`config.mk`:
```
export PLATFORM = sky130hd
export DESIGN_NAME = ufc_flow
export DESIGN_NICKNAME = d
export VERILOG_FILES = /design/src/hdl/ufc_pkg.sv /design/src/hdl/ufc_flow.sv /design/src/hdl/ufc_mem.sv
export VERILOG_INCLUDE_DIRS = /design/src /design/src/hdl
export SDC_FILE = /design/constraint.sdc
export NUM_CORES = 1
export LEC_CHECK = 0
export CAP_MARGIN = 20
export CORE_MARGIN = 2
export CORE_UTILIZATION = 30
export CTS_CLUSTER_SIZE = 24
export DETAILED_ROUTE_END_ITERATION = 12
export DONT_BUFFER_PORTS = 1
export PLACE_DENSITY = 0.54
export SYNTH_ARGS = -nofsm -noshare
export SYNTH_HDL_FRONTEND = slang
export SYNTH_HIERARCHICAL = 1
export SYNTH_SLANG_ARGS = --single-unit
```
`constraint.sdc`:
```
create_clock -name ref_clk -period 5.1 [get_ports ref_clk]
set_input_delay 0.51 -clock ref_clk [delete_from_list [all_inputs] [get_ports ref_clk]]
set_output_delay 0.51 -clock ref_clk [all_outputs]
set_load 0.03 [all_outputs]
```
`src/hdl/ufc_consts.svh`:
```
// constants of the uart flow control block
//Behaviour
//(RL1) receive and transmit fifos hold 64 characters; receive entries add three error bits
//(RL2) after reset fifos are disabled, so both trigger levels are one character
//(RL3) all-zero programmable level register selects fifo control levels, otherwise programmable levels
//(RL4) auto cts and auto rts are enabled independently by feature bits 7:6
//(RL5) feature bit 7 enables auto cts, feature bit 6 enables auto rts
//(RL6) with auto cts, a character starts only while cts is low
//(RL7) cts dropping during a character lets it finish, then holds the next
//(RL8) remote drives cts high before the last stop bit midpoint to stop next
//(RL9) cts returning low resumes sending waiting transmit fifo characters
//(RL10) with auto cts, cts changes raise no host interrupt
//(RL11) auto rts stays active below halt level, drops once halt level reached
//(RL12) after dropping, rts reasserts once receive count falls to resume level
//(RL13) all-zero flow level register uses fifo control levels for halt and resume
//(RL14) feature bits 3:2 select which pause/resume characters are transmitted
//(RL15) feature bits 1:0 select which pause/resume characters are compared on receive
//(RL16) receive mode 11 accepts either char for tx 10/01, pair otherwise
//(RL17) resume_on_any lets any character after a pause resume transmission
//(RL18) feature bit 5 flags pause_char_b matches, stores them, cleared by ident read
//(RL19) pause stops transmit after current char, flags ident bit 4, interrupt if enabled
//(RL20) resume restarts transmit and clears the pause flag and its interrupt
//(RL21) pause characters are sent once receive count passes the halt level
//(RL22) resume characters are sent once receive count falls to resume level
//(RL23) flow characters are framed like data; short words send only low bits
//(RL24) pair matching needs the second character right after the first
`ifndef UFC_CONSTS_SVH
`define UFC_CONSTS_SVH
`define UFC_DEPTH 7'h40
`define UFC_AW 6
`define UFC_RXW 11
`define UFC_TXW 8
`define UFC_ERR 10:8
`define UFC_CHR 7:0
// register offsets
`define UFC_A_DATA 5'h00
`define UFC_A_IER 5'h01
`define UFC_A_IIR 5'h02
`define UFC_A_FCR 5'h03
`define UFC_A_LCR 5'h04
`define UFC_A_MCR 5'h05
`define UFC_A_TCR 5'h06
`define UFC_A_TLR 5'h07
`define UFC_A_EFR 5'h08
`define UFC_A_RA 5'h09
`define UFC_A_RB 5'h0a
`define UFC_A_PA 5'h0b
`define UFC_A_PB 5'h0c
`define UFC_A_TXLVL 5'h0d
`define UFC_A_RXLVL 5'h0e
`define UFC_A_STAT 5'h0f
`define UFC_A_ERR 5'h10
// reset values
`define UFC_RST_ZERO 8'h00
`define UFC_LCR_RST 8'h03
// fields
`define UFC_EFR_CTS 7
`define UFC_EFR_RTS 6
`define UFC_EFR_SPEC 5
`define UFC_EFR_TX 3:2
`define UFC_EFR_RX 1:0
`define UFC_FCR_EN 0
`define UFC_FCR_RXRST 1
`define UFC_FCR_TXRST 2
`define UFC_FCR_KEEP 8'hf9
`define UFC_FCR_RXT 7:6
`define UFC_FCR_TXT 5:4
`define UFC_MCR_RTS 1
`define UFC_MCR_ANY 5
`define UFC_IER_MS 3
`define UFC_IER_XOFF 5
`define UFC_HI 7:4
`define UFC_LO 3:0
`define UFC_LCR_WL 1:0
`define UFC_WL_MAX 2'h3
`define UFC_PAD 2'h0
// flow character modes
`define UFC_FM_NONE 2'h0
`define UFC_FM_B 2'h1
`define UFC_FM_A 2'h2
`define UFC_FM_AB 2'h3
`define UFC_FC_ONE 2'h1
`define UFC_FC_TWO 2'h2
// interrupt identity codes
`define UFC_IIR_NONE 8'h01
`define UFC_IIR_MS 8'h00
`define UFC_IIR_XOFF 8'h10
// trigger levels in characters
`define UFC_ONE 7'h01
`define UFC_LVL_ZERO 7'h00
`define UFC_RXT0 7'h08
`define UFC_RXT1 7'h10
`define UFC_RXT2 7'h38
`define UFC_RXT3 7'h3c
`define UFC_TXT0 7'h08
`define UFC_TXT1 7'h10
`define UFC_TXT2 7'h20
`define UFC_TXT3 7'h38
`endif

```
`src/hdl/ufc_pkg.sv`:
```
// types of the uart flow control block
package ufc_pkg;
  typedef enum logic [1:0] {UFC_IDLE = 2'h0, UFC_LOAD = 2'h1, UFC_SEND = 2'h3} ufc_tx_e;
  typedef logic [6:0] ufc_cnt_t;
endpackage

```
`src/hdl/ufc_flow.sv`:
```
// uart fifo thresholds, hardware and software flow control
`timescale 1ns/1ps
`include "ufc_consts.svh"
module ufc_flow
  import ufc_pkg::*;
(
  // clock and reset
  input wire logic ref_clk,
  input wire logic rst_b,
  // register port
  input wire logic [4:0] addr,
  input wire logic [7:0] wdata,
  input wire logic wr,
  input wire logic rd,
  output logic [7:0] rdata,
  // characters from the receiver
  input wire logic rx_valid,
  input wire logic [7:0] rx_char,
  input wire logic [2:0] rx_err,
  // characters to the transmitter
  output logic tx_valid,
  output logic [7:0] tx_word,
  input wire logic tx_ready,
  // modem pins
  input wire logic cts_n,
  output logic rts_n,
  // host status
  output logic int_req_n,
  output logic rx_trig,
  output logic tx_trig
);

  logic rst_q1, rst_q, cts_m, cts_s, cts_d;
  logic [7:0] int_enable_reg, fifo_ctrl_reg, line_ctrl_reg, modem_ctrl_reg;
  logic [7:0] flow_level_reg, prog_level_reg, feature_ctrl_reg;
  logic [7:0] resume_char_a, resume_char_b, pause_char_a, pause_char_b;
  ufc_cnt_t rx_cnt, tx_cnt, rx_trig_lvl, tx_trig_lvl, halt_lvl, resume_lvl, tx_space;
  logic [`UFC_AW-1:0] rx_wp, rx_rp, tx_wp, tx_rp;
  logic [`UFC_RXW-1:0] rx_q;
  logic [`UFC_TXW-1:0] tx_q;
  logic rx_push, rx_pop, tx_push, tx_pop, rx_clr, tx_clr;
  logic [1:0] rx_mode, tx_mode, fc_cnt;
  logic either_ok, pair_mode, is_pause, is_resume, any_resume, spec_hit;
  logic half_pause, half_resume, tx_paused, xoff_flag, special_flag, modem_delta;
  logic pause_sent, fc_pause, fc_take, fc_sel_b, cts_ok, rts_active, iir_rd;
  logic ms_pend, xo_pend, rd_rhr;
  logic [7:0] fc_char, word_mask, iir_code, rd_reg, rx_err_reg;
  ufc_tx_e tx_st;

  function automatic ufc_cnt_t rx_sel(input logic [1:0] s);
    case (s)
      2'h0: rx_sel = `UFC_RXT0;
      2'h1: rx_sel = `UFC_RXT1;
      2'h2: rx_sel = `UFC_RXT2;
      default: rx_sel = `UFC_RXT3;
    endcase
  endfunction

  // next lower selectable level, used as the resume point
  function automatic ufc_cnt_t rx_low(input logic [1:0] s);
    case (s)
      2'h0: rx_low = `UFC_LVL_ZERO;
      2'h1: rx_low = `UFC_RXT0;
      2'h2: rx_low = `UFC_RXT1;
      default: rx_low = `UFC_RXT2;
    endcase
  endfunction

  function automatic ufc_cnt_t tx_sel(input logic [1:0] s);
    case (s)
      2'h0: tx_sel = `UFC_TXT0;
      2'h1: tx_sel = `UFC_TXT1;
      2'h2: tx_sel = `UFC_TXT2;
      default: tx_sel = `UFC_TXT3;
    endcase
  endfunction

  always_ff @(posedge ref_clk or negedge rst_b)
  begin
    if (!rst_b)
    begin
      rst_q1 <= 1'b0;
      rst_q <= 1'b0;
    end
    else
    begin
      rst_q1 <= 1'b1;
      rst_q <= rst_q1;
    end
  end

  // cts is a pin: two flops before use, third only for change detection
  always_ff @(posedge ref_clk or negedge rst_q)
  begin
    if (!rst_q)
    begin
      cts_m <= 1'b1;
      cts_s <= 1'b1;
      cts_d <= 1'b1;
    end
    else
    begin
      cts_m <= cts_n;
      cts_s <= cts_m;
      cts_d <= cts_s;
    end
  end

  always_ff @(posedge ref_clk or negedge rst_q)
  begin
    if (!rst_q)
    begin
      int_enable_reg <= `UFC_RST_ZERO;
      fifo_ctrl_reg <= `UFC_RST_ZERO; // see (RL2)
      line_ctrl_reg <= `UFC_LCR_RST;
      modem_ctrl_reg <= `UFC_RST_ZERO;
      flow_level_reg <= `UFC_RST_ZERO;
      prog_level_reg <= `UFC_RST_ZERO;
      feature_ctrl_reg <= `UFC_RST_ZERO;
    end
    else if (wr)
    begin
      case (addr)
        `UFC_A_IER: int_enable_reg <= wdata;
        `UFC_A_FCR: fifo_ctrl_reg <= wdata & `UFC_FCR_KEEP;
        `UFC_A_LCR: line_ctrl_reg <= wdata;
        `UFC_A_MCR: modem_ctrl_reg <= wdata;
        `UFC_A_TCR: flow_level_reg <= wdata;
        `UFC_A_TLR: prog_level_reg <= wdata;
        `UFC_A_EFR: feature_ctrl_reg <= wdata;
        default: ;
      endcase
    end
  end

  // flow characters keep their contents through reset
  always_ff @(posedge ref_clk)
  begin
    if (wr)
    begin
      case (addr)
        `UFC_A_RA: resume_char_a <= wdata;
        `UFC_A_RB: resume_char_b <= wdata;
        `UFC_A_PA: pause_char_a <= wdata;
        `UFC_A_PB: pause_char_b <= wdata;
        default: ;
      endcase
    end
  end

  always_comb
  begin
    if (!fifo_ctrl_reg[`UFC_FCR_EN])
    begin
      rx_trig_lvl = `UFC_ONE; // see (RL2)
      tx_trig_lvl = `UFC_ONE;
    end
    else if (prog_level_reg != `UFC_RST_ZERO)
    begin
      rx_trig_lvl = {1'b0, prog_level_reg[`UFC_HI], `UFC_PAD}; // see (RL3)
      tx_trig_lvl = {1'b0, prog_level_reg[`UFC_LO], `UFC_PAD};
    end
    else
    begin
      rx_trig_lvl = rx_sel(fifo_ctrl_reg[`UFC_FCR_RXT]); // see (RL3)
      tx_trig_lvl = tx_sel(fifo_ctrl_reg[`UFC_FCR_TXT]);
    end
  end

  always_comb
  begin
    if (flow_level_reg == `UFC_RST_ZERO)
    begin
      halt_lvl = rx_sel(fifo_ctrl_reg[`UFC_FCR_RXT]); // see (RL13)
      resume_lvl = rx_low(fifo_ctrl_reg[`UFC_FCR_RXT]);
    end
    else
    begin
      halt_lvl = {1'b0, flow_level_reg[`UFC_LO], `UFC_PAD}; // see (RL11)
      resume_lvl = {1'b0, flow_level_reg[`UFC_HI], `UFC_PAD}; // see (RL12)
    end
  end

  assign tx_space = `UFC_DEPTH - tx_cnt;
  assign rx_trig = rx_cnt >= rx_trig_lvl;
  assign tx_trig = tx_space >= tx_trig_lvl;

  // receive match decode
  assign rx_mode = feature_ctrl_reg[`UFC_EFR_RX]; // see (RL15)
  assign tx_mode = feature_ctrl_reg[`UFC_EFR_TX];
  assign either_ok = rx_mode == `UFC_FM_AB && (tx_mode == `UFC_FM_A || tx_mode == `UFC_FM_B); // see (RL16)
  assign pair_mode = rx_mode == `UFC_FM_AB && !either_ok;

  always_comb
  begin
    case (rx_mode)
      `UFC_FM_A:
      begin
        is_pause = rx_char == pause_char_a;
        is_resume = rx_char == resume_char_a;
      end
      `UFC_FM_B:
      begin
        is_pause = rx_char == pause_char_b;
        is_resume = rx_char == resume_char_b;
      end
      `UFC_FM_AB:
      begin
        if (either_ok)
        begin
          is_pause = rx_char == pause_char_a || rx_char == pause_char_b; // see (RL16)
          is_resume = rx_char == resume_char_a || rx_char == resume_char_b;
        end
        else
        begin
          is_pause = half_pause && rx_char == pause_char_b; // see (RL24)
          is_resume = half_resume && rx_char == resume_char_b;
        end
      end
      default:
      begin
        is_pause = 1'b0;
        is_resume = 1'b0;
      end
    endcase
  end

  assign any_resume = modem_ctrl_reg[`UFC_MCR_ANY] && tx_paused && !is_pause; // see (RL17)
  assign spec_hit = feature_ctrl_reg[`UFC_EFR_SPEC] && rx_char == pause_char_b; // see (RL18)

  // a first character only counts if the very next one completes the pair
  always_ff @(posedge ref_clk or negedge rst_q)
  begin
    if (!rst_q)
    begin
      half_pause <= 1'b0;
      half_resume <= 1'b0;
    end
    else if (rx_valid)
    begin
      half_pause <= pair_mode && rx_char == pause_char_a; // see (RL24)
      half_resume <= pair_mode && rx_char == resume_char_a;
    end
  end

  always_ff @(posedge ref_clk or negedge rst_q)
  begin
    if (!rst_q)
    begin
      tx_paused <= 1'b0;
      xoff_flag <= 1'b0;
    end
    else if (rx_valid && is_pause)
    begin
      tx_paused <= 1'b1; // see (RL19)
      xoff_flag <= 1'b1;
    end
    else if (rx_valid && (is_resume || any_resume))
    begin
      tx_paused <= 1'b0; // see (RL20)
      xoff_flag <= 1'b0;
    end
  end

  assign iir_rd = rd && addr == `UFC_A_IIR;

  // set wins over the ident read clear
  always_ff @(posedge ref_clk or negedge rst_q)
  begin
    if (!rst_q)
    begin
      special_flag <= 1'b0;
    end
    else if (rx_valid && spec_hit)
    begin
      special_flag <= 1'b1; // see (RL18)
    end
    else if (iir_rd)
    begin
      special_flag <= 1'b0;
    end
  end

  always_ff @(posedge ref_clk or negedge rst_q)
  begin
    if (!rst_q)
    begin
      modem_delta <= 1'b0;
    end
    else if (cts_s != cts_d && !feature_ctrl_reg[`UFC_EFR_CTS])
    begin
      modem_delta <= 1'b1; // see (RL10)
    end
    else if (iir_rd)
    begin
      modem_delta <= 1'b0;
    end
  end

  assign ms_pend = modem_delta && int_enable_reg[`UFC_IER_MS];
  assign xo_pend = (xoff_flag || special_flag) && int_enable_reg[`UFC_IER_XOFF]; // see (RL19)
  assign iir_code = ms_pend ? `UFC_IIR_MS : (xo_pend ? `UFC_IIR_XOFF : `UFC_IIR_NONE);
  assign int_req_n = !(ms_pend || xo_pend);

  // receive fifo: matched flow characters are consumed, not stored
  assign rx_push = rx_valid && !is_pause && !is_resume && rx_cnt != `UFC_DEPTH; // see (RL1)
  assign rx_pop = rd && addr == `UFC_A_DATA && rx_cnt != `UFC_LVL_ZERO;
  assign rx_clr = wr && addr == `UFC_A_FCR && wdata[`UFC_FCR_RXRST];
  assign tx_push = wr && addr == `UFC_A_DATA && tx_cnt != `UFC_DEPTH;
  assign tx_clr = wr && addr == `UFC_A_FCR && wdata[`UFC_FCR_TXRST];

  always_ff @(posedge ref_clk or negedge rst_q)
  begin
    if (!rst_q)
    begin
      rx_wp <= '0;
      rx_rp <= '0;
      rx_cnt <= `UFC_LVL_ZERO;
    end
    else if (rx_clr)
    begin
      rx_wp <= '0;
      rx_rp <= '0;
      rx_cnt <= `UFC_LVL_ZERO;
    end
    else
    begin
      rx_wp <= rx_wp + {5'h00, rx_push};
      rx_rp <= rx_rp + {5'h00, rx_pop};
      rx_cnt <= rx_cnt + {6'h00, rx_push} - {6'h00, rx_pop};
    end
  end

  always_ff @(posedge ref_clk or negedge rst_q)
  begin
    if (!rst_q)
    begin
      tx_wp <= '0;
      tx_rp <= '0;
      tx_cnt <= `UFC_LVL_ZERO;
    end
    else if (tx_clr)
    begin
      tx_wp <= '0;
      tx_rp <= '0;
      tx_cnt <= `UFC_LVL_ZERO;
    end
    else
    begin
      tx_wp <= tx_wp + {5'h00, tx_push};
      tx_rp <= tx_rp + {5'h00, tx_pop};
      tx_cnt <= tx_cnt + {6'h00, tx_push} - {6'h00, tx_pop};
    end
  end

  ufc_mem #(.W(`UFC_RXW)) u_rx_mem (
    .clk(ref_clk),
    .we(rx_push),
    .waddr(rx_wp),
    .wdata({rx_err, rx_char}),
    .raddr(rx_rp),
    .rdata(rx_q)
  );

  ufc_mem #(.W(`UFC_TXW)) u_tx_mem (
    .clk(ref_clk),
    .we(tx_push),
    .waddr(tx_wp),
    .wdata(wdata),
    .raddr(tx_rp),
    .rdata(tx_q)
  );

  // auto rts from receive occupancy; halt has priority if levels overlap
  always_ff @(posedge ref_clk or negedge rst_q)
  begin
    if (!rst_q)
    begin
      rts_active <= 1'b1;
    end
    else if (rx_cnt >= halt_lvl)
    begin
      rts_active <= 1'b0; // see (RL11)
    end
    else if (rx_cnt <= resume_lvl)
    begin
      rts_active <= 1'b1; // see (RL12)
    end
  end

  assign rts_n = feature_ctrl_reg[`UFC_EFR_RTS] ? !rts_active : !modem_ctrl_reg[`UFC_MCR_RTS]; // see (RL4)

  // pause and resume characters queued for the transmitter
  always_ff @(posedge ref_clk or negedge rst_q)
  begin
    if (!rst_q)
    begin
      pause_sent <= 1'b0;
      fc_pause <= 1'b0;
      fc_cnt <= 2'h0;
    end
    else if (fc_take)
    begin
      fc_cnt <= fc_cnt - `UFC_FC_ONE;
    end
    else if (tx_mode != `UFC_FM_NONE && fc_cnt == 2'h0)
    begin
      if (!pause_sent && rx_cnt > halt_lvl)
      begin
        pause_sent <= 1'b1; // see (RL21)
        fc_pause <= 1'b1;
        fc_cnt <= tx_mode == `UFC_FM_AB ? `UFC_FC_TWO : `UFC_FC_ONE; // see (RL14)
      end
      else if (pause_sent && rx_cnt <= resume_lvl)
      begin
        pause_sent <= 1'b0; // see (RL22)
        fc_pause <= 1'b0;
        fc_cnt <= tx_mode == `UFC_FM_AB ? `UFC_FC_TWO : `UFC_FC_ONE;
      end
    end
  end

  // in the pair mode the a character goes first
  assign fc_sel_b = tx_mode == `UFC_FM_B || (tx_mode == `UFC_FM_AB && fc_cnt == `UFC_FC_ONE); // see (RL14)
  assign fc_char = fc_pause ? (fc_sel_b ? pause_char_b : pause_char_a) : (fc_sel_b ? resume_char_b : resume_char_a);
  assign word_mask = 8'hff >> (`UFC_WL_MAX - line_ctrl_reg[`UFC_LCR_WL]); // see (RL23)

  // cts is checked before each start; a character already handed over completes
  assign cts_ok = !feature_ctrl_reg[`UFC_EFR_CTS] || !cts_s; // see (RL5) see (RL6) see (RL8) see (RL9)
  assign fc_take = tx_st == UFC_IDLE && cts_ok && fc_cnt != 2'h0;
  assign tx_pop = tx_st == UFC_LOAD;
  assign tx_valid = tx_st == UFC_SEND && cts_ok; // see (RL6) see (RL7)

  always_ff @(posedge ref_clk or negedge rst_q)
  begin
    if (!rst_q)
    begin
      tx_st <= UFC_IDLE;
      tx_word <= `UFC_RST_ZERO;
    end
    else
    begin
      case (tx_st)
        UFC_IDLE:
        begin
          if (fc_take)
          begin
            tx_word <= fc_char & word_mask; // see (RL23)
            tx_st <= UFC_SEND;
          end
          else if (cts_ok && !tx_paused && tx_cnt != `UFC_LVL_ZERO)
          begin
            tx_st <= UFC_LOAD; // see (RL9) see (RL19)
          end
        end
        UFC_LOAD:
        begin
          tx_word <= tx_q & word_mask;
          tx_st <= UFC_SEND;
        end
        UFC_SEND:
        begin
          if (tx_valid && tx_ready)
          begin
            tx_st <= UFC_IDLE;
          end
        end
        default: tx_st <= UFC_IDLE;
      endcase
    end
  end

  // register read answer, one cycle after the strobe
  always_ff @(posedge ref_clk or negedge rst_q)
  begin
    if (!rst_q)
    begin
      rd_rhr <= 1'b0;
      rd_reg <= `UFC_RST_ZERO;
    end
    else
    begin
      rd_rhr <= rd && addr == `UFC_A_DATA;
      if (rd)
      begin
        case (addr)
          `UFC_A_IER: rd_reg <= int_enable_reg;
          `UFC_A_IIR: rd_reg <= iir_code;
          `UFC_A_FCR: rd_reg <= fifo_ctrl_reg;
          `UFC_A_LCR: rd_reg <= line_ctrl_reg;
          `UFC_A_MCR: rd_reg <= modem_ctrl_reg;
          `UFC_A_TCR: rd_reg <= flow_level_reg;
          `UFC_A_TLR: rd_reg <= prog_level_reg;
          `UFC_A_EFR: rd_reg <= feature_ctrl_reg;
          `UFC_A_RA: rd_reg <= resume_char_a;
          `UFC_A_RB: rd_reg <= resume_char_b;
          `UFC_A_PA: rd_reg <= pause_char_a;
          `UFC_A_PB: rd_reg <= pause_char_b;
          `UFC_A_TXLVL: rd_reg <= {1'b0, tx_space};
          `UFC_A_RXLVL: rd_reg <= {1'b0, rx_cnt};
          `UFC_A_STAT: rd_reg <= {3'h0, modem_delta, pause_sent, !cts_s, !rts_n, tx_paused};
          `UFC_A_ERR: rd_reg <= rx_err_reg;
          default: rd_reg <= `UFC_RST_ZERO;
        endcase
      end
    end
  end

  // error bits of the character most recently read
  always_ff @(posedge ref_clk or negedge rst_q)
  begin
    if (!rst_q)
    begin
      rx_err_reg <= `UFC_RST_ZERO;
    end
    else if (rd_rhr)
    begin
      rx_err_reg <= {5'h00, rx_q[`UFC_ERR]}; // see (RL1)
    end
  end

  assign rdata = rd_rhr ? rx_q[`UFC_CHR] : rd_reg;

endmodule

```
`src/hdl/ufc_mem.sv`:
```
// fifo storage with registered read data
`timescale 1ns/1ps
`include "ufc_consts.svh"
module ufc_mem
  import ufc_pkg::*;
#(
  parameter int W = `UFC_TXW
)
(
  // clock
  input wire logic clk,
  // write port
  input wire logic we,
  input wire logic [`UFC_AW-1:0] waddr,
  input wire logic [W-1:0] wdata,
  // read port
  input wire logic [`UFC_AW-1:0] raddr,
  output logic [W-1:0] rdata
);

  logic [W-1:0] mem [0:`UFC_DEPTH-1];

  always_ff @(posedge clk)
  begin
    if (we)
    begin
      mem[waddr] <= wdata;
    end
  end

  always_ff @(posedge clk)
  begin
    rdata <= mem[raddr];
  end

endmodule

```
### Yosys cells after proc, flatten, opt, wreduce, memory -nomap -nowiden

Memory sizes are Yosys's and may differ from the RTL's. A register that Yosys moved wholly into a read port is not among the register bits.
Index checks and enable logic that the tools add are counted.
Widths: inputs -> output; s select.

| operators by class | value |
|---|---|
| add/subtract/negate cells | 11 |
| magnitude comparators | 5 |
| equal/unequal tests | 39 |
| shift-type cells | 1 |
| mux-type cells | 51 |
| bitwise operators | 3 |
| reduce and logical (&&, ||, !) cells | 89 |

Operators with widths:

| cell | count |
|---|---|
| $pmux 8 s16 | 1 |
| $pmux 6 s3 | 3 |
| $mux 6 | 8 |
| $eq 5x4->1 const B | 8 |
| $mux 8 | 5 |
| $logic_and 1x1->1 | 36 |
| $eq 8x8->1 | 4 |
| $mux 7 | 4 |
| $reduce_and 2->1 | 14 |
| $add 6x1->6 | 4 |
| $ge 7x7->1 | 3 |
| $eq 5x3->1 const B | 4 |
| $reduce_bool 2->1 | 9 |
| $and 8x8->8 | 2 |
| $mux 1 | 16 |
| $mux 2 | 8 |
| $pmux 8 s2 | 1 |
| $add 7x1->7 | 2 |
| $eq 2x2->1 const B | 7 |
| $ne 7x7->1 const B | 2 |
| $reduce_bool 7->1 | 2 |
| $sub 7x1->7 | 2 |
| $eq 2x1->1 const B | 6 |
| $logic_not 1->1 | 11 |
| 24 further kinds | 37 |

| storage, ports and cells | value |
|---|---|
| flip-flop bits (word level) | 160 |
| memory bits (writable) | 1216 |
| input bits | 31 |
| word-level logic and storage cells | 236 |
| memories kept | 2 |

Memory list:

| memory | words | bits a word | read ports | clocked after Yosys merged registers in | wr ports | line | RTL |
|---|---|---|---|---|---|---|---|
| u_rx_mem.mem | 64 | 11 | 1 | 1 | 1 | ufc_mem.sv:21 | `` logic [W-1:0] mem [0:`UFC_DEPTH-1]; `` |
| u_tx_mem.mem | 64 | 8 | 1 | 1 | 1 | ufc_mem.sv:21 |  |

### Longest topological paths before layout

Gate-level depths: netlist of run 1.

| logic depth | value |
|---|---|
| depth in word-level cells | 12 |
| gate-level depth with buffers | 18 |

### Hierarchy

Netlist of run 1, hierarchy kept.

By module, submodules not included:

| module | instances | cells each | area each (um2) | sequential area each (um2) |
|---|---|---|---|---|
| ufc_mem (u_rx_mem) | 1 | 1279 | 27486.4 | 21360.5 |
| ufc_mem (u_tx_mem) | 1 | 940 | 20166.8 | 15534.9 |
| ufc_flow | 1 | 811 | 8921.1 | 4171.5 |

### Least setup slack after synthesis of run 1

No wires, ideal clock.

| path | value |
|---|---|
| path type | input to register |
| from | input port addr[3] |
| to | register tx_cnt[6] |
| setup time | 0.077 ns |
| data arrival time | 3.193 ns |
| slack | 1.830 ns |
| stages | 14 |
| path buffers | 1 |
| path through | buf_4 > or3_4 > nor3_1 > nand3_1 > ha_1 > inv_1 > ha_1 > fa_1 > nor2b_1 > o21a_1 > o21bai_1 > a21oi_1 > or3_1 > a21oi_1 |

| on the way | value |
|---|---|
| cells in the longest elaborated chain, start to end | 6 |

Ends and longest elaborated chain:

| what | line | RTL |
|---|---|---|
| start, declared | ufc_flow.sv:11 | `input wire logic [4:0] addr,` |
| $logic_not 5->1 (no source line) | -- |  |
| $logic_and 1x1->1 (no source line) (2 in a row) | -- |  |
| $add 7x1->7 | ufc_flow.sv:352 | `tx_cnt <= tx_cnt + {6'h00, tx_push} - {6'h00, tx_pop};` |
| $sub 7x1->7 | ufc_flow.sv:352 |  |
| $mux 7 * | ufc_flow.sv:342 | `else if (tx_clr)` |
| end signal, assigned | ufc_flow.sv:340 | `` tx_cnt <= `UFC_LVL_ZERO; `` |
| end signal, assigned | ufc_flow.sv:346 | `` tx_cnt <= `UFC_LVL_ZERO; `` |
| end signal, assigned | ufc_flow.sv:352 |  |
| end, declared | ufc_flow.sv:37 | `ufc_cnt_t rx_cnt, tx_cnt, rx_trig_lvl, tx_trig_lvl, halt_lvl, resume_lvl, tx_space;` |

Mark *: on every way between the ends. The rest lies on a longest branch, timed or not.
A chain may end at the register's enable or synchronous reset.

### Worst setup path after layout of run 1

| path | value |
|---|---|
| from | register feature_ctrl_reg[2] |
| to | memory u_rx_mem/mem[10][8] in the netlist's numbering (enable) |

| on the way | value |
|---|---|
| cells in the longest elaborated chain, start to end | 11 |

Ends and longest elaborated chain:

| what | line | RTL |
|---|---|---|
| start, declared | ufc_flow.sv:35 | `logic [7:0] flow_level_reg, prog_level_reg, feature_ctrl_reg;` |
| start signal, assigned | ufc_flow.sv:119 | `` feature_ctrl_reg <= `UFC_RST_ZERO; `` |
| start signal, assigned | ufc_flow.sv:130 | `` `UFC_A_EFR: feature_ctrl_reg <= wdata; `` |
| $eq 2x2->1 (no source line) / $eq 2x1->1 (equally long branches) | -- |  |
| $logic_or 1x1->1 (no source line) * | -- |  |
| $logic_and 1x1->1 * | ufc_flow.sv:191 | `` assign either_ok = rx_mode == `UFC_FM_AB && (tx_mode == `UFC_FM_A \|\| tx_mode == `UFC_FM_B); `` |
| $mux 1 | ufc_flow.sv:209 | `if (either_ok)` |
| $pmux 1 s3 | ufc_flow.sv:196 | `case (rx_mode)` |
| $logic_not 1->1 | ufc_flow.sv:306 | `` assign rx_push = rx_valid && !is_pause && !is_resume && rx_cnt != `UFC_DEPTH; `` |
| $logic_and 1x1->1 | ufc_flow.sv:306 |  |
| $logic_and 1x1->1 * | ufc_flow.sv:306 |  |
| $logic_and 1x1->1 (no source line) * | -- |  |
| via rx_push | ufc_flow.sv:41 | `logic rx_push, rx_pop, tx_push, tx_pop, rx_clr, tx_clr;` |
| $mux 1 * | ufc_mem.sv:25 | `if (we)` |
| $mux 1 (not written as such) * | ufc_mem.sv:27 | `mem[waddr] <= wdata;` |
| end, declared | ufc_mem.sv:21 |  |

Mark *: on every way through the listed nets, which the timed path passes. The rest lies on a longest branch.

==> results of run 1 <==
## cells by family (layout without fill, tap and decap cells)
kind of cell / count (synthesis) / after routing / share of synthesized area
flops: 1395 / 1395 / 0.726
simple gates: 548 / 548 / 0.0474
mux: 464 / 464 / 0.148
compound gates: 308 / 308 / 0.0387
buf+inv: 197 / 452 / 0.0174
xor+xnor: 60 / 60 / 0.00929
fa+ha+maj: 57 / 57 / 0.0129
other cells: 1 / 4 / 0.0000663
## worst paths after layout
path	start	endpoint	cells after the start	slack (ns)
setup / recovery	feature_ctrl_reg[2]	u_rx_mem/mem[10][8]	10	1.22
hold / removal	wr	prog_level_reg[6]	2	0.11
setup reg to reg	feature_ctrl_reg[2]	u_rx_mem/mem[10][8]	10	1.22
hold reg to reg	rst_q	tx_cnt[6]	0	0.32
max in group asynchronous	rst_q	rx_rp[2]	1	3.58
min in group asynchronous	rst_q	tx_cnt[6]	0	0.32
## what timing repair did
action | 4_1_cts | 5_1_grt
hold buffers | 29 | 0
hold endpoints to repair | 1321 | 0
buffers inserted | 0 | 0
## area by class of cell
cell class / instances / area [um2] / area share
inverter: 48 / 180 / 0.00276
clock buffer: 187 / 3970 / 0.0607
multi-input combinational: 1438 / 14500 / 0.222
timing repair buffer: 125 / 1420 / 0.0217
tap: 2495 / 3120 / 0.0478
antenna: 3 / 7.51 / 0.000115
clock inverter: 92 / 1050 / 0.0161
sequential: 1395 / 41100 / 0.629
## layer usage
| layer | GRT usage | share of wire | up-vias |
|---|---|---|---|
| li1 | - | - | 12516 |
| met1 | 0.201 | 0.43 | 15413 |
| met2 | 0.250 | 0.50 | 871 |
| met3 | 0.0276 | 0.054 | 180 |
| met4 | 0.0448 | 0.024 | 0 |
| met5 | 0 | 0 | - |
## layout by cell type, fill, tap and decap left out, types with 38 or more instances in the layout
cell type	netlist	routed
edfxtp_1	1248	1248
mux4_2	290	290
nor2_1	198	198
clkbuf_16	0	152
dfrtp_1	122	114
mux2i_1	102	102
nand2_1	101	101
buf_4	23	90
mux2_2	70	70
a22oi_1	56	56
ha_1	55	55
nand3_1	54	54
nor2b_1	53	52
inv_1	47	47
o21ai_0	48	44
a21oi_1	38	38
## power breakdown
| group | switching [mW] | internal (mW) | total [mW] |
|---|---|---|---|
| logic | 3.70 | 3.20 | 6.89 |
| registers | 0.974 | 13.0 | 14.0 |
| clock network | 4.62 | 6.31 | 10.9 |
| total | 9.29 | 22.5 | 31.8 |
## metrics by stage
stage | hold slack (ns) | setup slack, ns | cell area, um2 | power (mW)
3_5_place_dp | 0.214 | 1.22 | 59700 | 20.9
6_report | 0.112 | 1.22 | 65400 | 31.8
4_1_cts | 0.0240 | 1.19 | 65400 | 32.2
2_1_floorplan | 0.214 | 1.28 | 56600 | 18.9
5_1_grt | 0.0720 | 1.03 | 65400 | 33.2
3_3_place_gp | 0.214 | 1.32 | 59700 | 20.9
==> impl_metrics.ini, run 1 <==
[critical_path]
critPathLaunchType = register
timing.critical_path.required_ns = 5.50
worst_path_largest_cell_delay_ns = 0.87
worstPathCellList = inv_1 -> ha_1 -> inv_1 -> a311o_1 -> nor4_1 -> a31oi_1 -> and4b_1 -> nor2b_1 -> nand2_1 -> nor2_1
crit_path_end_kind = register
critical-path-top-cell-by-count = inv_1
largest_delay_share_family_worst_path = simple AND/OR/NAND/NOR gates
timing.critical_path.arrival_ns = 4.28
setup.worst_path.class = register to register
worst-path-max-fanout = 11
cp_num_buf_inv = 2
critPathSlowestCell = nor2_1

[logic_synthesis]
synth_largest_type_area_fraction = 0.662
synth.top_cells.by_count = 1248 x edfxtp_1, 290 x mux4_2, 198 x nor2_1, 122 x dfrtp_1, 102 x mux2i_1
ys_top_cells_by_area = edfxtp_1 66%, mux4_2 12%, dfrtp_1 5.4%
post-synth-top-area-cell = edfxtp_1
syn-num-nets = 3118
synth-edff-count = 1248
yosysWarningCount = 6
ys_async_rst_share = 0.0918
postSynthCellCount = 3030
yosys.cell_types.count = 87
synth.cell_area_um2 = 56600
postSynthRegisterBits = 1395
synth.yosys.seq_area_share = 0.726
post-synth-top-count-cell = edfxtp_1
post_synth.cell_area_avg_um2 = 18.7
dominantRegCellSynth = edfxtp_1

[power_and_ir_drop]
largest_voltage_drop_on_the_vdd_net_mv = 0.326
power.density_nw_per_um2 = 487
cellLeakagePower_nw = 21.0

[floorplanning]
die_area_um2 = 192000
die_width_um = 438
start_util = 0.302
core-area_um2 = 188000
num_io_pins = 52
fp-row-count = 159
die_h_um = 438

[cells_and_area]
largestRegisters = u_rx_mem/mem (704), u_tx_mem/mem (512), u_rx_mem/rdata (11)
share_of_post_route_cells_with_drive_strength_above_1 = 0.225
largest-register = u_rx_mem/mem
flow.area_growth_from_synthesis_pct = 15.5
finish.cell_count_without_fillers = 5783
largest_register_ffs = 704
final_core_util = 0.348
nets_finish = 3247
fillerInstances = 17429

[sta]
period_minus_slack_ns = 3.88
worst_clock_skew_ns = 0.0548
setup_tns_ns = 0
hold_viol = 0
slew_headroom = 0.263
setup_violations = 0
slew_violations = 0
timing.fmax_ghz = 0.258
fin_crit_sh = 0.761
tightestPinTransition_ns = 1.10
rsz_0062_raised_after_global_routing = no

[drt]
final_antenna_net_count = 0
post_drt_via_cell_ratio = 5.01
drt_pre_antenna_iters = 6
total_vias_in_the_final_route = 28980
drt-total-wl_mm = 146
drt_drc_violations_left = 0
drt_first_iter_violations = 2975
wl_per_cell_um = 25.2

[clock_tree]
clk_transition_reported_paths_ns = 0.06
post_cts_resized = 0
htreeDepth = 4
max-clock-path-buffers = 3
clockRootBuffer = clkbuf_16
clock_latency_ns = 0.79
cts-buffers-inserted = 151
tritoncts = done
cts_sinks = 1395

[global_routing]
antenna_found_initial = 3
global_route_wire_length_before_repair_mm = 212
grt_max_degree = 76
gr-total-overflow = 0
grt_pass1_vias = 29395
all_layer_gr_usage = 0.151

[run_status]
status = finished clean

[run]
maxCapViolCount = 0

[placed_design]
dpl.cell_count = 5472
port_buffers = 0
post-dp-hpwl_mm = 87.0
global_placement_routability_congestion = 0.891

[worst_hold_path]
worst_hold_path_type = input port to register
Note: power is estimated with default switching activity, not from simulation.
==> run 2: changes to the inputs <==
- PLACE_DENSITY: 0.54 -> 0.55
- clock period: 5.1 -> 3.1 ns (I/O delays scaled with it)
==> run 2 against run 1 <==
The flow now finishes with violations (setup timing). Cell count increased by 4.6%. Cell area increased by 4.0%. Total power increased by 67%.
==> impl_metrics.ini, run 2 (synthesis gave the netlist of run 1 again) <==
[sta]
period_minus_slack_ns = 3.32
rsz_0062_raised_after_global_routing = yes
setup_tns_ns = -0.758
setup_violations = 5
slew_violations = 0
postLayoutSetupSlackWorst_ns = -0.216
slew_headroom = 0.390
worst_clock_skew_ns = 0.0533
timing.fmax_ghz = 0.302
tightestPinTransition_ns = 0.915
hold_viol = 0
fin_crit_sh = 1.07

[placed_design]
port_buffers = 0
cell_area_reported_after_detailed_placement_um2 = 61900
dpl.cell_count = 5703
post-dp-hpwl_mm = 90.3
global_placement_routability_congestion = 0.883

[critical_path]
worstPathCellList = nor4_4 -> nand2_2 -> nor3_2 -> and2_1 -> o21ai_2 -> ha_1 -> a21boi_1 -> o21a_1 -> o21a_1 -> o21ai_1 -> nand2_2
worst_path_largest_cell_delay_ns = 0.41
critical_path.reg2reg.startpoint = flow_level_reg[3]
critPathSlowestCell = dfrtp_1
worst_setup_path_startpoint = prog_level_reg[0]
timing.critical_path.required_ns = 2.79
worst-path-max-fanout = 2
timing.critical_path.arrival_ns = 3.01
setup.worst_path.class = register to primary output
crit_path_end_kind = primary output
critPathLaunchType = register

[floorplanning]
die_width_um = 438
start_util = 0.302
num_io_pins = 52
die_h_um = 438
die_area_um2 = 192000
fp-row-count = 159
core-area_um2 = 188000

[drt]
drt_drc_violations_left = 0
drt_pre_antenna_iters = 6
drt_first_iter_violations = 2792
drt-total-wl_mm = 150
total_vias_in_the_final_route = 30225
wl_per_cell_um = 24.8
post_drt_via_cell_ratio = 5.00
final_antenna_net_count = 0

[cells_and_area]
largest-register = u_rx_mem/mem
fillerInstances = 17248
final_core_util = 0.363
flow.area_growth_from_synthesis_pct = 20.2
largest_register_ffs = 704
share_of_post_route_cells_with_drive_strength_above_1 = 0.289
layout_commonest_cell = edfxtp_1
finalInstanceArea_um2 = 68000
largestRegisters = u_rx_mem/mem (704), u_tx_mem/mem (512), u_rx_mem/rdata (11)
nets_finish = 3518
finish.cell_count_without_fillers = 6051
layout_common_cells = 1248 x edfxtp_1, 293 x buf_4, 290 x mux4_2

[clock_tree]
cts-buffers-inserted = 150
max-clock-path-buffers = 3
htreeDepth = 4
cts_sinks = 1395
clk_transition_reported_paths_ns = 0.06
tritoncts = done
clockRootBuffer = clkbuf_16
clock_latency_ns = 0.80

[global_routing]
grt_max_degree = 76
antenna_found_initial = 6
all_layer_gr_usage = 0.155
grt_pass1_vias = 30363
global_route_wire_length_before_repair_mm = 218
gr-total-overflow = 0

[power_and_ir_drop]
power_switching_share = 0.295
power.density_nw_per_um2 = 783
largest_voltage_drop_on_the_vdd_net_mv = 0.541
power_frac_comb = 0.244
power_report.internal_total_mw = 37.5
power_total_mw = 53.3
netSwitchingPower_mw = 15.7
cellLeakagePower_nw = 22.5
share_seq_of_total_power = 0.426
clockPowerShare = 0.330

[run_status]
failed_checks = setup timing
status = finished with violations

[worst_hold_path]
worst_hold_path_type = input port to register
min_from = rx_char[5]

[run]
maxCapViolCount = 0
## run 2: cell count changes in the layout (fill, tap and decap cells not counted), sizes merged, moves of 6 or more
| cell | before | now |
|---|---|---|
| bufinv | 14 | 8 |
| buf | 115 | 359 |
| clkbuf | 187 | 195 |
| dlygate4sd3 | 10 | 35 |
| inv | 51 | 57 |
## run 2: cell type report
cell class                 count  area (um2)  area share
clock buffer                 195        3970      0.0584
sequential                  1395       41100       0.604
tap                         2495        3120      0.0459
timing repair buffer         397        4020      0.0592
clock inverter                82         871      0.0128
antenna                        1        2.50   0.0000368
inverter                      48         180     0.00265
multi-input combinational   1438       14700       0.217
## run 2: final timing paths
path	to	cells after the start	slack, ns
max	rx_trig	11	-0.22
min	half_resume	6	0.08
max reg2reg	fc_cnt[1]	13	-0.21
min reg2reg	cts_s	0	0.36
max in group asynchronous	prog_level_reg[5]	1	1.91
min in group asynchronous	rst_q	2	0.29
## run 2: power groups by stage
stage	registers, mW	logic [mW]	clock network (mW)
2_1_floorplan	22.3	8.76	0
3_3_place_gp	23.1	12.3	0
3_5_place_dp	23.1	12.3	0
4_1_cts	22.7	13.0	18.0
5_1_grt	22.8	14.0	18.8
6_report	22.7	13.0	17.6
## run 2: critical path: cells and delay by family, from the launching register on
kind / cells / cell delay, ns
AOI/OAI and AO/OA: 5 / 0.66
adders and majority gates: 1 / 0.28
DFF: 1 / 0.41
and+or+nand+nor: 5 / 0.87
## run 2: what timing repair did
item                       in CTS  in global routing
gates cloned                    0                  1
setup endpoints to repair      18                301
pin swaps                      14                 26
hold buffers                   56                  0
gates resized for setup        29                 38
hold endpoints to repair     1370                  0
buffers inserted                5                 10
## run 2: stage by stage
step | worst slack [ns] | hold WS [ns]
6_report | -0.216 | 0.0770
5_1_grt | -0.351 | 0.0767
4_1_cts | -0.293 | 0.00237
3_5_place_dp | -0.282 | 0.0145
3_3_place_gp | -0.281 | 0.0145
2_1_floorplan | 0.00962 | 0.0144
## run 2: metal layers
layer	global-route usage	wire length, um	vias up
met5	0	23	-
met2	0.259	74800	916
met3	0.0247	7490	265
met1	0.207	63200	16003
met4	0.0479	4230	4
li1	-	-	13037
==> run 3: changes to the inputs <==
- GPL_TIMING_DRIVEN: unset -> 0
==> run 3 against run 2 <==
The flow still finishes with violations (setup timing). Global-route usage increased by 0.62 points. Sequential power decreased by 2%. Non-clock buffer count decreased by 74. First-iteration DRC count increased by 3.9%. Sequential share of layout area increased by 0.29 points. Total power decreased by 0.42%. Core utilization decreased by 0.19 points. Clock power decreased by 6%. Clock skew decreased by 0.013 ns. Highest routed layer unchanged. Critical path depth increased by 1. Critical path type unchanged. Fmax increased by 0.43%. Die area unchanged.
==> impl_metrics.ini, run 3 (synthesis gave the netlist of run 1 again) <==
[run_status]
status = finished with violations
failed_checks = setup timing

[global_routing]
grt_pass1_vias = 30596
all_layer_gr_usage = 0.161
antenna_found_initial = 10
globalRouteMet1Util = 0.215
groute.layer.met2.usage = 0.264
globalRouteMet3Util = 0.0283
most_heavily_used_metal_layer_in_global_routing = met2
gr-total-overflow = 0
global_route_wire_length_before_repair_mm = 224
grt_max_degree = 76

[placed_design]
placement.setup.worst_slack_ns = -1.13
cell_area_reported_after_detailed_placement_um2 = 60200
dpl.cell_count = 5573
port_buffers = 0
post-dp-hpwl_mm = 97.3
global_placement_routability_congestion = 0.872

[floorplanning]
die_area_um2 = 192000
die_h_um = 438
num_io_pins = 52
die_width_um = 438
core-area_um2 = 188000
start_util = 0.302
fp-row-count = 159

[critical_path]
largest_delay_share_family_worst_path = simple AND/OR/NAND/NOR gates
worst_path_largest_cell_delay_ns = 0.43
worstPathCellList = nor4_4 -> nand2_2 -> buf_4 -> buf_6 -> nor2_4 -> a21o_1 -> nand2_1 -> ha_1 -> o21a_1 -> o21a_1 -> o21ai_1 -> nand2_2
setup.worst_path.class = register to primary output
timing.critical_path.required_ns = 2.79
critPathLaunchType = register
worst-path-stages = 12
critical_path.endpoint = rx_trig
crit-reg2reg-capture = fc_cnt[1]
ff2ff_setup_slack_ns = -0.18
critPathSlowestCell = dfrtp_2
worst-path-max-fanout = 3
r2r_cells = 11
cp_num_buf_inv = 2
critical_path.reg2reg.startpoint = flow_level_reg[3]
worst_setup_path_startpoint = prog_level_reg[7]
timing.critical_path.arrival_ns = 2.99
crit_path_end_kind = primary output

[cells_and_area]
finalInstanceArea_um2 = 67600
nets_finish = 3439
layout_common_cells = 1248 x edfxtp_1, 290 x mux4_2, 147 x clkbuf_16
largestRegisters = u_rx_mem/mem (704), u_tx_mem/mem (512), u_rx_mem/rdata (11)
fillerInstances = 17317
final_core_util = 0.361
flow.area_growth_from_synthesis_pct = 19.6
share_of_post_route_cells_with_drive_strength_above_1 = 0.300
finish.cell_count_without_fillers = 5968
largest_register_ffs = 704
area.sequential_um2 = 41100
multi_input_area_um2 = 15800
layout_commonest_cell = edfxtp_1
largest-register = u_rx_mem/mem

[worst_hold_path]
min_from = rx_char[5]
worst_hold_path_type = input port to register

[sta]
timing.fmax_ghz = 0.303
fin_crit_sh = 1.07
setup_violations = 8
setup_tns_ns = -0.912
rsz_0062_raised_after_global_routing = yes
postLayoutSetupSlackWorst_ns = -0.202
slew_violations = 0
slew_headroom = 0.348
worst_clock_skew_ns = 0.0399
period_minus_slack_ns = 3.30
final.hold.worst_slack_ns = 0.0637
tightestPinTransition_ns = 0.972
hold_viol = 0

[power_and_ir_drop]
power_report.internal_total_mw = 36.7
clockPowerShare = 0.314
share_seq_of_total_power = 0.420
netSwitchingPower_mw = 16.4
power.density_nw_per_um2 = 784
cellLeakagePower_nw = 21.8
power_total_mw = 53.0
power_frac_comb = 0.267
power_switching_share = 0.308
largest_voltage_drop_on_the_vdd_net_mv = 0.478

[clock_tree]
cts_sinks = 1395
cts-buffers-inserted = 145
tritoncts = done
max-clock-path-buffers = 3
clk_transition_reported_paths_ns = 0.06
clock_latency_ns = 0.77
htreeDepth = 4
clockRootBuffer = clkbuf_16

[drt]
drt_first_iter_violations = 2902
drt_drc_violations_left = 0
final_antenna_net_count = 0
drt-total-wl_mm = 156
total_vias_in_the_final_route = 30506
drt_pre_antenna_iters = 5
post_drt_via_cell_ratio = 5.11
wl_per_cell_um = 26.2

[run]
maxCapViolCount = 0
## run 3: cell types whose count changed in the layout (fill, tap and decap cells not counted), moves of 11 or more
cell      before  now
buf_12        44   15
nor2_2         8   38
buf_1          0   11
nor2_1       195   82
nor2_4         1   84
nor4_1        16    5
clkbuf_1      41   84
buf_4        293  108
buf_6          3   37
buf_2          0   41
## run 3: power groups by stage
stage	Clock [mW]	Combinational, mW	Sequential (mW)
after floorplan	0	8.76	22.3
after global placement	0	12.6	22.6
after detailed placement	0	12.7	22.6
after CTS	17.0	14.0	22.2
after global routing	17.8	15.1	22.3
final	16.6	14.2	22.3
## run 3: worst min path at each step
| stage | to | slack [ns] | cells past startpoint |
|---|---|---|---|
| after global placement | rst_q1 | 0.01 | 0 |
| after CTS | rd_reg[0] | 0.01 | 4 |
| after detailed placement | rst_q1 | 0.01 | 0 |
| after floorplan | rst_q | 0.01 | 0 |
| final | u_rx_mem/mem[17][5] | 0.06 | 2 |
| after global routing | tx_cnt[6] | 0.04 | 3 |
## run 3: repair_timing
item                                    4_1_cts  5_1_grt
setup buffers                                59       23
endpoints found under the setup margin     1199      578
gates resized for setup                     271       79
pin swaps                                    51       31
hold buffers                                 47        1
endpoints found under the hold margin      1324        1
## run 3: area by class of cell
cell class,instances,share of cell area
sequential,1395,0.607
multi-input combinational,1438,0.233
clock buffer,187,0.0573
tap,2495,0.0461
timing repair buffer,178,0.0320
buffer,145,0.0122
clock inverter,74,0.00917
inverter,48,0.00272
antenna,8,0.000296
## run 3: worst register-to-register path, delay by kind of cell (launching register included)
kind | cells | cell delay, ns
DFF | 1 | 0.39
and+or+nand+nor | 3 | 1.12
adders and majority gates | 1 | 0.31
AOI/OAI and AO/OA | 7 | 1.32
## run 3: per-layer routing
metal,part of all wire,wire length (um)
met5,0.00013,20
met4,0.035,5450
met3,0.062,9690
met2,0.49,76500
met1,0.41,64500
